--- config.mk ---
export PLATFORM = sky130hd
export DESIGN_NAME = eeprom_target
export DESIGN_NICKNAME = d
export VERILOG_FILES = /design/src/hdl/eeprom_target.v
export VERILOG_INCLUDE_DIRS = /design/src /design/src/inc
export SDC_FILE = /design/constraint.sdc
export NUM_CORES = 2
export LEC_CHECK = 0
export ABC_AREA = 1
export BUFFER_PORTS_ARGS = -buffer_cell sky130_fd_sc_hd__clkbuf_2
export CAP_MARGIN = 10
export CORE_UTILIZATION = 32
export CTS_BUF_LIST = sky130_fd_sc_hd__clkbuf_4 sky130_fd_sc_hd__clkbuf_8
export CTS_CLUSTER_SIZE = 8
export DETAILED_ROUTE_END_ITERATION = 10
export PLACE_DENSITY_LB_ADDON = 0.2
export SLEW_MARGIN = 20
export SYNTH_ARGS = -nofsm -noshare
export SYNTH_HDL_FRONTEND = slang
export SYNTH_SLANG_ARGS = --single-unit
--- constraint.sdc ---
create_clock -name sys_clk -period 11.9 [get_ports sys_clk]
set_clock_uncertainty 0.2 [all_clocks]
set_input_delay 1.19 -clock sys_clk [delete_from_list [all_inputs] [get_ports sys_clk]]
set_output_delay 1.19 -clock sys_clk [all_outputs]
set_load 0.1 [all_outputs]
--- src/inc/eeprom_target_regs.vh ---
// Constants for the two-wire serial memory target and its register window.
// Assumes a byte-lane Wishbone slave with 32-bit data and word-aligned offsets.
`ifndef EEPROM_TARGET_REGS_VH
`define EEPROM_TARGET_REGS_VH

// Register offsets (byte addresses)
`define CTRL_OFFSET 4'h0
`define STATUS_OFFSET 4'h4

// Control fields
`define CTRL_ENABLE_BIT 0
`define CTRL_RESET 1'b1

// Status fields
`define STATUS_PERM_BIT 0
`define STATUS_REV_BIT 1
`define STATUS_BUSY_BIT 2
`define STATUS_WP_BIT 3
`define STATUS_ADDR_LSB 8

// Control byte layout
`define PROT_PREAMBLE 4'h6
`define REV_SET_BITS 3'h1
`define REV_CLEAR_BITS 3'h3
`define DIR_READ 1'b1

// Lower half of the array is the software-protected half
`define HALF_BIT 7
`define PAGE_BITS 4

`define BITS_PER_BYTE 4'h8
`define LAST_BIT 4'h7
`define IDX_DATA 2'h2
`define IDX_WORD 2'h1
`define FILL_BYTE 8'hff

`endif
--- src/hdl/eeprom_target.v ---
// Target-side two-wire serial logic of a 256-byte memory with half-array locks.
// Assumes SCL and SDA arrive from another clock domain and are oversampled by
// sys_clk; SDA is open drain, driven low only while sda_oe_n is low.
//
// The implementer's own choices: register access over Wishbone and the address map.
`timescale 1ns/100ps
`include "eeprom_target_regs.vh"

module eeprom_target #(
  parameter [3:0] DEVICE_TYPE = 4'hb, // Arbitrary value
  parameter ADDR_W = 8
) (
  input wire sys_clk,
  input wire rst,
  input wire scl,
  input wire sda_in,
  output reg sda_out,
  output reg sda_oe_n,
  input wire write_protect,
  input wire strap_bit_low,
  input wire strap_bit_mid,
  input wire strap_bit_high,
  input wire high_voltage_level,
  input wire wb_cyc_i,
  input wire wb_stb_i,
  input wire wb_we_i,
  input wire [3:0] wb_adr_i,
  input wire [3:0] wb_sel_i,
  input wire [31:0] wb_dat_i,
  output reg [31:0] wb_dat_o,
  output reg wb_ack_o
);

  localparam S_IDLE = 6'b000001;
  localparam S_RX = 6'b000010;
  localparam S_ACK = 6'b000100;
  localparam S_TX = 6'b001000;
  localparam S_MACK = 6'b010000;
  localparam S_WAIT = 6'b100000;

  localparam C_NONE = 3'h0;
  localparam C_PERM_SET = 3'h1;
  localparam C_PERM_QUERY = 3'h2;
  localparam C_REV_SET = 3'h3;
  localparam C_REV_QUERY = 3'h4;
  localparam C_REV_CLEAR = 3'h5;

  reg [7:0] mem [0:(1 << ADDR_W) - 1];

  // Two-stage synchronisers for the link, protect, strap and high-voltage pins
  reg [6:0] sync1;
  reg [6:0] sync2;
  reg scl_d;
  reg sda_d;

  reg [5:0] state;
  reg [3:0] bit_cnt;
  reg [7:0] shreg;
  reg [1:0] idx;
  reg is_mem;
  reg rd_dir;
  reg [2:0] cmd;
  reg give_ack;
  reg master_ack;
  reg [ADDR_W-1:0] addr_cnt;
  reg perm_flag;
  reg rev_flag;
  reg enable;

  wire scl_s = sync2[0];
  wire sda_s = sync2[1];
  wire wp_s = sync2[2];
  wire [2:0] straps = sync2[5:3];
  wire hv_s = sync2[6];
  wire scl_rise = scl_s & ~scl_d;
  wire scl_fall = ~scl_s & scl_d;
  wire start_cond = scl_s & scl_d & sda_d & ~sda_s;
  wire stop_cond = scl_s & scl_d & ~sda_d & sda_s;

  // Write increment stays within a page
  function [ADDR_W-1:0] page_inc;
    input [ADDR_W-1:0] a;
    begin
      page_inc = {a[ADDR_W-1:`PAGE_BITS], a[`PAGE_BITS-1:0] + 1'b1};
    end
  endfunction

  function writable;
    input [ADDR_W-1:0] a;
    input wp;
    input pf;
    input rf;
    begin
      writable = ~wp & (a[`HALF_BIT] | ~(pf | rf));
    end
  endfunction

  // Decode of a complete control byte
  reg [2:0] next_cmd;
  reg next_is_mem;
  reg next_ack;
  always @*
  begin
    next_cmd = C_NONE;
    next_is_mem = 1'b0;
    next_ack = 1'b0;
    if (shreg[7:4] == DEVICE_TYPE && shreg[3:1] == straps)
    begin
      next_is_mem = 1'b1;
      next_ack = 1'b1;
    end
    else if (shreg[7:4] == `PROT_PREAMBLE)
    begin
      if (hv_s && shreg[3:1] == `REV_SET_BITS && straps[2:1] == 2'b00)
        next_cmd = (shreg[0] == `DIR_READ) ? C_REV_QUERY : C_REV_SET;
      else if (hv_s && shreg[3:1] == `REV_CLEAR_BITS && straps[2:1] == 2'b01 && !shreg[0])
        next_cmd = C_REV_CLEAR;
      else if (shreg[3:1] == straps)
        next_cmd = (shreg[0] == `DIR_READ) ? C_PERM_QUERY : C_PERM_SET;
      case (next_cmd)
        C_PERM_SET: next_ack = ~perm_flag;
        C_PERM_QUERY: next_ack = ~perm_flag;
        C_REV_SET: next_ack = ~rev_flag;
        C_REV_QUERY: next_ack = ~rev_flag;
        C_REV_CLEAR: next_ack = ~perm_flag;
        default: next_ack = 1'b0;
      endcase
    end
  end

  always @(posedge sys_clk or posedge rst)
  begin
    if (rst)
    begin
      // Link clock and data idle high, so no false edge after reset
      sync1 <= 7'h03;
      sync2 <= 7'h03;
      scl_d <= 1'b1;
      sda_d <= 1'b1;
    end
    else
    begin
      sync1 <= {high_voltage_level, strap_bit_high, strap_bit_mid, strap_bit_low,
                write_protect, sda_in, scl};
      sync2 <= sync1;
      scl_d <= scl_s;
      sda_d <= sda_s;
    end
  end

  // Array write port
  always @(posedge sys_clk)
  begin
    if (state == S_RX && scl_fall && bit_cnt == `BITS_PER_BYTE && is_mem && !rd_dir &&
        idx == `IDX_DATA && writable(addr_cnt, wp_s, perm_flag, rev_flag))
      mem[addr_cnt] <= shreg;
  end

  always @(posedge sys_clk or posedge rst)
  begin
    if (rst)
    begin
      state <= S_IDLE;
      bit_cnt <= 4'h0;
      shreg <= 8'h00;
      idx <= 2'h0;
      is_mem <= 1'b0;
      rd_dir <= 1'b0;
      cmd <= C_NONE;
      give_ack <= 1'b0;
      master_ack <= 1'b0;
      addr_cnt <= {ADDR_W{1'b0}};
      perm_flag <= 1'b0;
      rev_flag <= 1'b0;
      sda_out <= 1'b0;
      sda_oe_n <= 1'b1;
    end
    else
    begin
      sda_out <= 1'b0;
      if (stop_cond)
      begin
        state <= S_IDLE;
        sda_oe_n <= 1'b1;
      end
      else if (start_cond && enable)
      begin
        state <= S_RX;
        bit_cnt <= 4'h0;
        idx <= 2'h0;
        sda_oe_n <= 1'b1;
      end
      else
      begin
        case (state)
          S_RX:
          begin
            if (scl_rise && bit_cnt != `BITS_PER_BYTE)
            begin
              shreg <= {shreg[6:0], sda_s};
              bit_cnt <= bit_cnt + 4'h1;
            end
            else if (scl_fall && bit_cnt == `BITS_PER_BYTE)
            begin
              bit_cnt <= 4'h0;
              give_ack <= 1'b1;
              sda_oe_n <= 1'b0;
              state <= S_ACK;
              if (idx == 2'h0)
              begin
                is_mem <= next_is_mem;
                cmd <= next_cmd;
                rd_dir <= shreg[0];
                give_ack <= next_ack;
                sda_oe_n <= ~next_ack;
                if (!next_ack)
                  state <= S_WAIT;
                idx <= `IDX_WORD;
              end
              else if (idx == `IDX_WORD)
              begin
                if (is_mem)
                  addr_cnt <= shreg;
                idx <= `IDX_DATA;
              end
              else if (is_mem)
                addr_cnt <= page_inc(addr_cnt);
              else if (!wp_s && idx == `IDX_DATA)
              begin
                // Locks change only with the protect pin low
                if (cmd == C_PERM_SET)
                  perm_flag <= 1'b1;
                if (cmd == C_REV_SET)
                  rev_flag <= 1'b1;
                if (cmd == C_REV_CLEAR)
                  rev_flag <= 1'b0;
              end
            end
          end
          S_ACK:
          begin
            if (scl_fall)
            begin
              if (rd_dir)
              begin
                state <= S_TX;
                if (is_mem)
                begin
                  shreg <= mem[addr_cnt];
                  sda_oe_n <= mem[addr_cnt][7];
                  addr_cnt <= addr_cnt + 1'b1;
                end
                else
                begin
                  shreg <= `FILL_BYTE;
                  sda_oe_n <= 1'b1;
                end
              end
              else
              begin
                state <= S_RX;
                sda_oe_n <= 1'b1;
              end
            end
          end
          S_TX:
          begin
            if (scl_fall)
            begin
              if (bit_cnt == `LAST_BIT)
              begin
                bit_cnt <= 4'h0;
                sda_oe_n <= 1'b1;
                state <= S_MACK;
              end
              else
              begin
                bit_cnt <= bit_cnt + 4'h1;
                shreg <= {shreg[6:0], 1'b1};
                sda_oe_n <= shreg[6];
              end
            end
          end
          S_MACK:
          begin
            if (scl_rise)
              master_ack <= ~sda_s;
            else if (scl_fall)
            begin
              if (master_ack && is_mem)
              begin
                state <= S_TX;
                shreg <= mem[addr_cnt];
                sda_oe_n <= mem[addr_cnt][7];
                addr_cnt <= addr_cnt + 1'b1;
              end
              else if (master_ack)
              begin
                state <= S_TX;
                shreg <= `FILL_BYTE;
              end
              else
                state <= S_WAIT;
            end
          end
          S_WAIT:
            sda_oe_n <= 1'b1;
          S_IDLE:
            sda_oe_n <= 1'b1;
          default:
          begin
            state <= S_IDLE;
            sda_oe_n <= 1'b1;
          end
        endcase
      end
    end
  end

  // Wishbone slave: answer one cycle after the request, drop after one
  always @(posedge sys_clk or posedge rst)
  begin
    if (rst)
    begin
      wb_ack_o <= 1'b0;
      wb_dat_o <= 32'h00000000;
      enable <= `CTRL_RESET;
    end
    else
    begin
      wb_ack_o <= wb_cyc_i & wb_stb_i & ~wb_ack_o;
      wb_dat_o <= 32'h00000000;
      if (wb_cyc_i && wb_stb_i && !wb_ack_o)
      begin
        if (wb_we_i && wb_sel_i[0] && wb_adr_i == `CTRL_OFFSET)
          enable <= wb_dat_i[`CTRL_ENABLE_BIT];
        if (!wb_we_i && wb_adr_i == `CTRL_OFFSET)
          wb_dat_o[`CTRL_ENABLE_BIT] <= enable;
        if (!wb_we_i && wb_adr_i == `STATUS_OFFSET)
        begin
          wb_dat_o[`STATUS_PERM_BIT] <= perm_flag;
          wb_dat_o[`STATUS_REV_BIT] <= rev_flag;
          wb_dat_o[`STATUS_BUSY_BIT] <= (state != S_IDLE);
          wb_dat_o[`STATUS_WP_BIT] <= wp_s;
          wb_dat_o[`STATUS_ADDR_LSB +: ADDR_W] <= addr_cnt;
        end
      end
    end
  end

endmodule // eeprom_target

# Word-level counts from Yosys, hierarchy flattened
# Memory sizes are Yosys's and may differ from the RTL's.
# Cells that the tools add are included.
# word_totals
out_inout_bits	35
memories	1
reg_bits	67
in_bits	52
elab_cells	246
mem_bits_rw	2048
# memory_table
name	words	width	read_ports	rd_ports_with_merged_regs	write_ports	line	text
mem	256	8	1	0	1	eeprom_target.v:48	reg [7:0] mem [0:(1 << ADDR_W) - 1];
# classes
bitwise	28
n_addsub	3
n_eq_ne	54
n_reduce_logical	53
mux	87
# op_table
cell	n
$mux 8	23
$mux 6	13
$mux 4	9
$ne 4x4->1 const B	8
$pmux 8 s4	1
$pmux 6 s5	1
$ne 2x2->1 const B	12
$pmux 8 s3	1
$logic_and 1x1->1	23
$mux 1	21
$mux 3	7
$reduce_and 10->1	2
$mux 2	8
$not 1->1	16
$reduce_and 14->1	1
$reduce_and 13->1	1
$eq 3x2->1 const B	4
$eq 4x3->1 const B	3
$reduce_and 11->1	1
$and 1x1->1	10
$eq 3x1->1 const B	3
$eq 3x3->1 const B	3
$reduce_bool 3->1	3
$add 4x1->4 const B	2
other kinds (34)	49

# Longest topological paths before layout
# depth
ltp_word	20
depth_mapped	22
mapped_depth_nobuf	19

# Least setup slack after synthesis
# OpenSTA, ideal clock, no wires.
# synth_path
path_kind	reg-to-reg
from	reg shreg[6]
to	reg sda_oe_n
setup_ps	85
stages_incl_launch_ff	10
required_time_ps	11615
synth_period_minus_slack_ps	4943
path_buffers	0
setup_slack_ps	6957
t_arrival_ps	4658
path_cell_list	dfrtp_1 inv_1 nor4_1 o211ai_1 nand2_1 o21ai_0 nand3_1 nand4_1 nor2_1 a21boi_0
# synth_via
elab_chain_cells	10
elab_cells_between_ends	14
classes_between	2 x eq/ne; 10 x mux; 1 x bitwise; 1 x reduce/logical
# synth_lines
element	line	text
from (decl)	eeprom_target.v:58	reg [7:0] shreg;
from (signal assigned)	eeprom_target.v:200	shreg <= {shreg[6:0], sda_s};
from (signal assigned)	eeprom_target.v:249	shreg <= mem[addr_cnt];
from (signal assigned)	eeprom_target.v:255	shreg <= `FILL_BYTE;
$eq 4x3->1 (no source line) / $eq 4x4->1 (equally long branches)	n/a	
$mux 1 / $logic_and 1x1->1 (equally long branches)	eeprom_target.v:112, eeprom_target.v:107	
$mux 1	eeprom_target.v:107	if (shreg[7:4] == DEVICE_TYPE && shreg[3:1] == straps)
$not 1->1	eeprom_target.v:215	sda_oe_n <= ~next_ack;
$mux 1	eeprom_target.v:209	if (idx == 2'h0)
$mux 1	eeprom_target.v:203	else if (scl_fall && bit_cnt == `BITS_PER_BYTE)
$mux 1	eeprom_target.v:198	if (scl_rise && bit_cnt != `BITS_PER_BYTE)
$pmux 1 s4 *	eeprom_target.v:195	case (state)
$mux 1 *	eeprom_target.v:186	else if (start_cond && enable)
$mux 1 *	eeprom_target.v:181	if (stop_cond)
to (signal assigned)	eeprom_target.v:215	
to (signal assigned)	eeprom_target.v:250	sda_oe_n <= mem[addr_cnt][7];
to (signal assigned)	eeprom_target.v:280	sda_oe_n <= shreg[6];
to (decl)	eeprom_target.v:18	output reg sda_oe_n,
# Mark *: on every way between the ends. The rest lies on a longest branch, timed or not. The select of a mux whose other input is x is not followed.
# A chain may end at the register's enable or synchronous reset.

# Final worst setup path
# layout_path
from	reg scl_d
to	mem mem[60][7] (enable)
# layout_via
elab_chain_cells	9
# layout_lines
element	line	text
from (decl)	eeprom_target.v:53	reg scl_d;
from (signal assigned)	eeprom_target.v:146	scl_d <= scl_s;
$and 1x1->1	eeprom_target.v:76	wire scl_fall = ~scl_s & scl_d;
$logic_and 1x1->1	eeprom_target.v:154	if (state == S_RX && scl_fall && bit_cnt == `BITS_PER_BYTE && is_mem && !rd_dir &&
$logic_and 1x1->1 (no source line)	n/a	
$logic_and 1x1->1 (2 in series)	eeprom_target.v:154	
$logic_and 1x1->1 (no source line)	n/a	
$logic_and 1x1->1	eeprom_target.v:154	
$mux 1	eeprom_target.v:154	
$mux 1 (not written as such)	eeprom_target.v:156	mem[addr_cnt] <= shreg;
to (decl)	eeprom_target.v:48	
# Every way passes these cells.

==> results.toml <==
[outcome]
status = "finished clean"

[grt]
antenna_found_initial = 7
overflow = 0
grt_start_max_net_pins = 206
track_usage_pct = 18.4
grt_first_pass_wirelength_um = 370000
first_global_vias = 53500

[cells_and_area]
num-nets-final = 7373
stdcell_count = 11100
drive_gt1_share_pct = 9.53
syn_to_final_growth_pct = 11.7
fill_cells = 26500

[floorplan]
die_h_um = 521
initial_core_util_pct = 32.1
die_area_mm2 = 0.271
rows = 190
coreArea_mm2 = 0.268
die_w_um = 521
top_level_ports = 87

[timing]
period_needed_ns = 5.03
slew_violations = 0
setup_ws_ns = 6.87
finalSetupViolCount = 0
final.period_utilization_pct = 42.3
tightestPinTransition_ns = 1.22
max_slew_margin_pct = 18.5
rsz0062_at_grt = "false"
hold_violations = 0
tns_ns = 0
timing.fmax_mhz = 199

[hold_path]
hp-start = "wb_dat_i[0]"
hold_depth = 2
min-delay-path-class = "input port to register"

[yosys]
ys_ff_latch = 2115
synth_area_leader_cell = "edfxtp_1"
synth-adder-area-share_pct = 0.0872
syn_area_mm2 = 0.0860
synth-main-ff-cell = "edfxtp_1"
synth-seq-area-share_pct = 73.4
yosys-top-cells-area = "edfxtp_1 (71%), nor2_1 (6.8%), o21ai_0 (5.9%)"
synth_top_family_by_area = "simple AND/OR/NAND/NOR gates"
synthXorXnorAreaFrac_pct = 0.0611
synth_largest_type_area_fraction_pct = 71.5
synth_common_cells = "edfxtp_1 (2048), nor2_1 (1568), nand2_1 (1232)"
ys_types = 49
synth_edf_count = 2048
synth_cells = 7242
synth-simple-area-share_pct = 13.3
synthArstFlopShare_pct = 3.17
syn-mean-instance-area_um2 = 11.9
synth_compound_area_share_pct = 9.23
synth_most_common_cell = "edfxtp_1"
muxShareOfSynthArea_pct = 0.0364
ys_warn_count = 0

[clock_network]
cts_max_level = 5
cts_made_buffers = 376
cts_tree = "done"
clk_path_buf_depth = 4
post_cts_buffers = 0
cts_hold_repair.buffers = 7
clkTransAtPathRegs_ns = 0.06
insertion_delay_ns = 1.10
clock_sinks = 2115
cts-root-buf = "clkbuf_8"
cts_resized = 0

[worst_setup_path]
timing.critical_path.to = "mem[60][7]"
end_kind = "register"
crit_path_max_incr_delay_ns = 1.08
r2r_cells = 10
cp_slowest_cell = "nand3_1"
worstPathMaxFanout = 15
path_common_cell = "nor2_1"
worstPathRequired_ns = 12.34
r2r_end = "mem[60][7]"
ff2ff_setup_slack_ns = 6.87
cp.arrival_ns = 5.48
cp-startpoint = "scl_d"
startpoint_type = "register"
reg2reg_from = "scl_d"
path_cells = "inv_1, nor2_1, inv_1, nor2_1, inv_1, nor2_1, nand2_1, inv_2, nand3_1, nor2_1"
crit_type = "register to register"

[power]
fin_total_pwr_w = 0.0228
pwr-share-seq_pct = 42.1
p_switching_w = 0.00861
p_int_w = 0.0142
leakagePower_nw = 32.2
power_frac_clock_pct = 27.8
pwr-share-comb_pct = 30.1
switching_share_pct = 37.8
powerDensity_mw_per_mm2 = 237
ir_drop_uv = 207

[drt]
dr.pass1.iters = 5
ant_nets = 0
wl_per_cell_um = 22.9
vias = 55600
drc = 0
finalWirelength_um = 255000
drt_iter0_drc = 4843
detail_route.vias_per_cell = 5.00

[place]
portBuffers = 31
gp_congestion = 0.789
place_inst = 10500
dp_slack_ns = 6.88
hpwl_um = 137000

[job]
maxCapViolations = 0
critical path: cells and delay by family, from the launching register on:
kind,cells,cell delay (ns)
buf+inv,4,0.94
flops,1,0.54
simple gates,6,2.86
state kept, by name, indices dropped and copies added, names as in the netlist, 2 cells and up:
name      count
addr_cnt      8
bit_cnt       4
cmd           3
idx           2
mem        2048
shreg         8
state         6
sync1         7
sync2         7
wb_dat_o     12
layer usage:
metal	share of wire (%)	GRT usage, %	routed length, µm	vias up
met5	0	0	0	-
met2	46	28.9	117000	1563
li1	-	-	-	25700
met3	5.1	2.74	13100	466
met4	3.2	6.56	8260	0
met1	46	25.9	117000	27900
worst min-delay path by stage:
| stage | to | slack (ns) |
|---|---|---|
| 4_1_cts | enable | 0.05 |
| 3_3_place_gp | sync2[2] | 0.13 |
| 2_1_floorplan | sync2[2] | 0.13 |
| 6_report | enable | 0.14 |
| 3_5_place_dp | sync2[6] | 0.13 |
| 5_1_grt | enable | 0.08 |
per-stage QoR:
step	hold slack [ns]	utilization [%]	area, µm²
after floorplan	0.131	-	86100
after global placement	0.131	33.3	89200
after detailed placement	0.135	33.3	89200
after CTS	0.0527	35.9	96100
after global routing	0.0846	35.9	96100
final	0.138	35.9	96100
logic make-up after synthesis:
| family | after synthesis |
|---|---|
| buffers and inverters | 654 |
| and+or+nand+nor | 2968 |
| other | 1 |
| xor gates and xnor gates | 6 |
| muxes | 3 |
| adders and majority gates | 6 |
| DFF | 2115 |
| AOI/OAI and AO/OA | 1489 |
power by group through the flow:
stage	logic, W	registers (W)	clock network, W
floorplan	0.00407	0.0101	0
global placement	0.00682	0.00972	0
detailed placement	0.00687	0.00973	0
CTS	0.00689	0.00958	0.00648
global route	0.00749	0.00960	0.00679
finish	0.00685	0.00958	0.00634
final cells by class:
class | count | area, µm² | share of cell area [%]
Timing Repair Buffer | 133 | 1110 | 1.16
Tap cell | 3552 | 4440 | 4.62
Sequential cell | 2115 | 63200 | 65.8
Clock inverter | 130 | 604 | 0.629
Clock buffer | 508 | 6220 | 6.47
Multi-Input combinational cell | 4493 | 19700 | 20.5
Inverter | 196 | 774 | 0.806
Antenna cell | 7 | 17.5 | 0.0182
placed cells by master, fill, tap and decap left out, types with 14 or more instances in the layout:
cell type  synthesis  routed
nor2_1          1568    1564
clkinv_2           0      28
clkbuf_2           1      31
nand3_1           83      82
edfxtp_1        2048    2048
buf_12             0      14
o21ai_1           82      82
dfrtp_1           58      48
clkinv_1           6      99
clkbuf_4           0     124
clkbuf_8           0     384
o21ai_0         1015    1015
a21oi_1           42      42
conb_1             1      21
o22ai_1          321     321
buf_4             57      81
inv_1            187     185
nand4_1           55      55
nand2_1         1232    1221
Power figures use the tool's default switching activity.
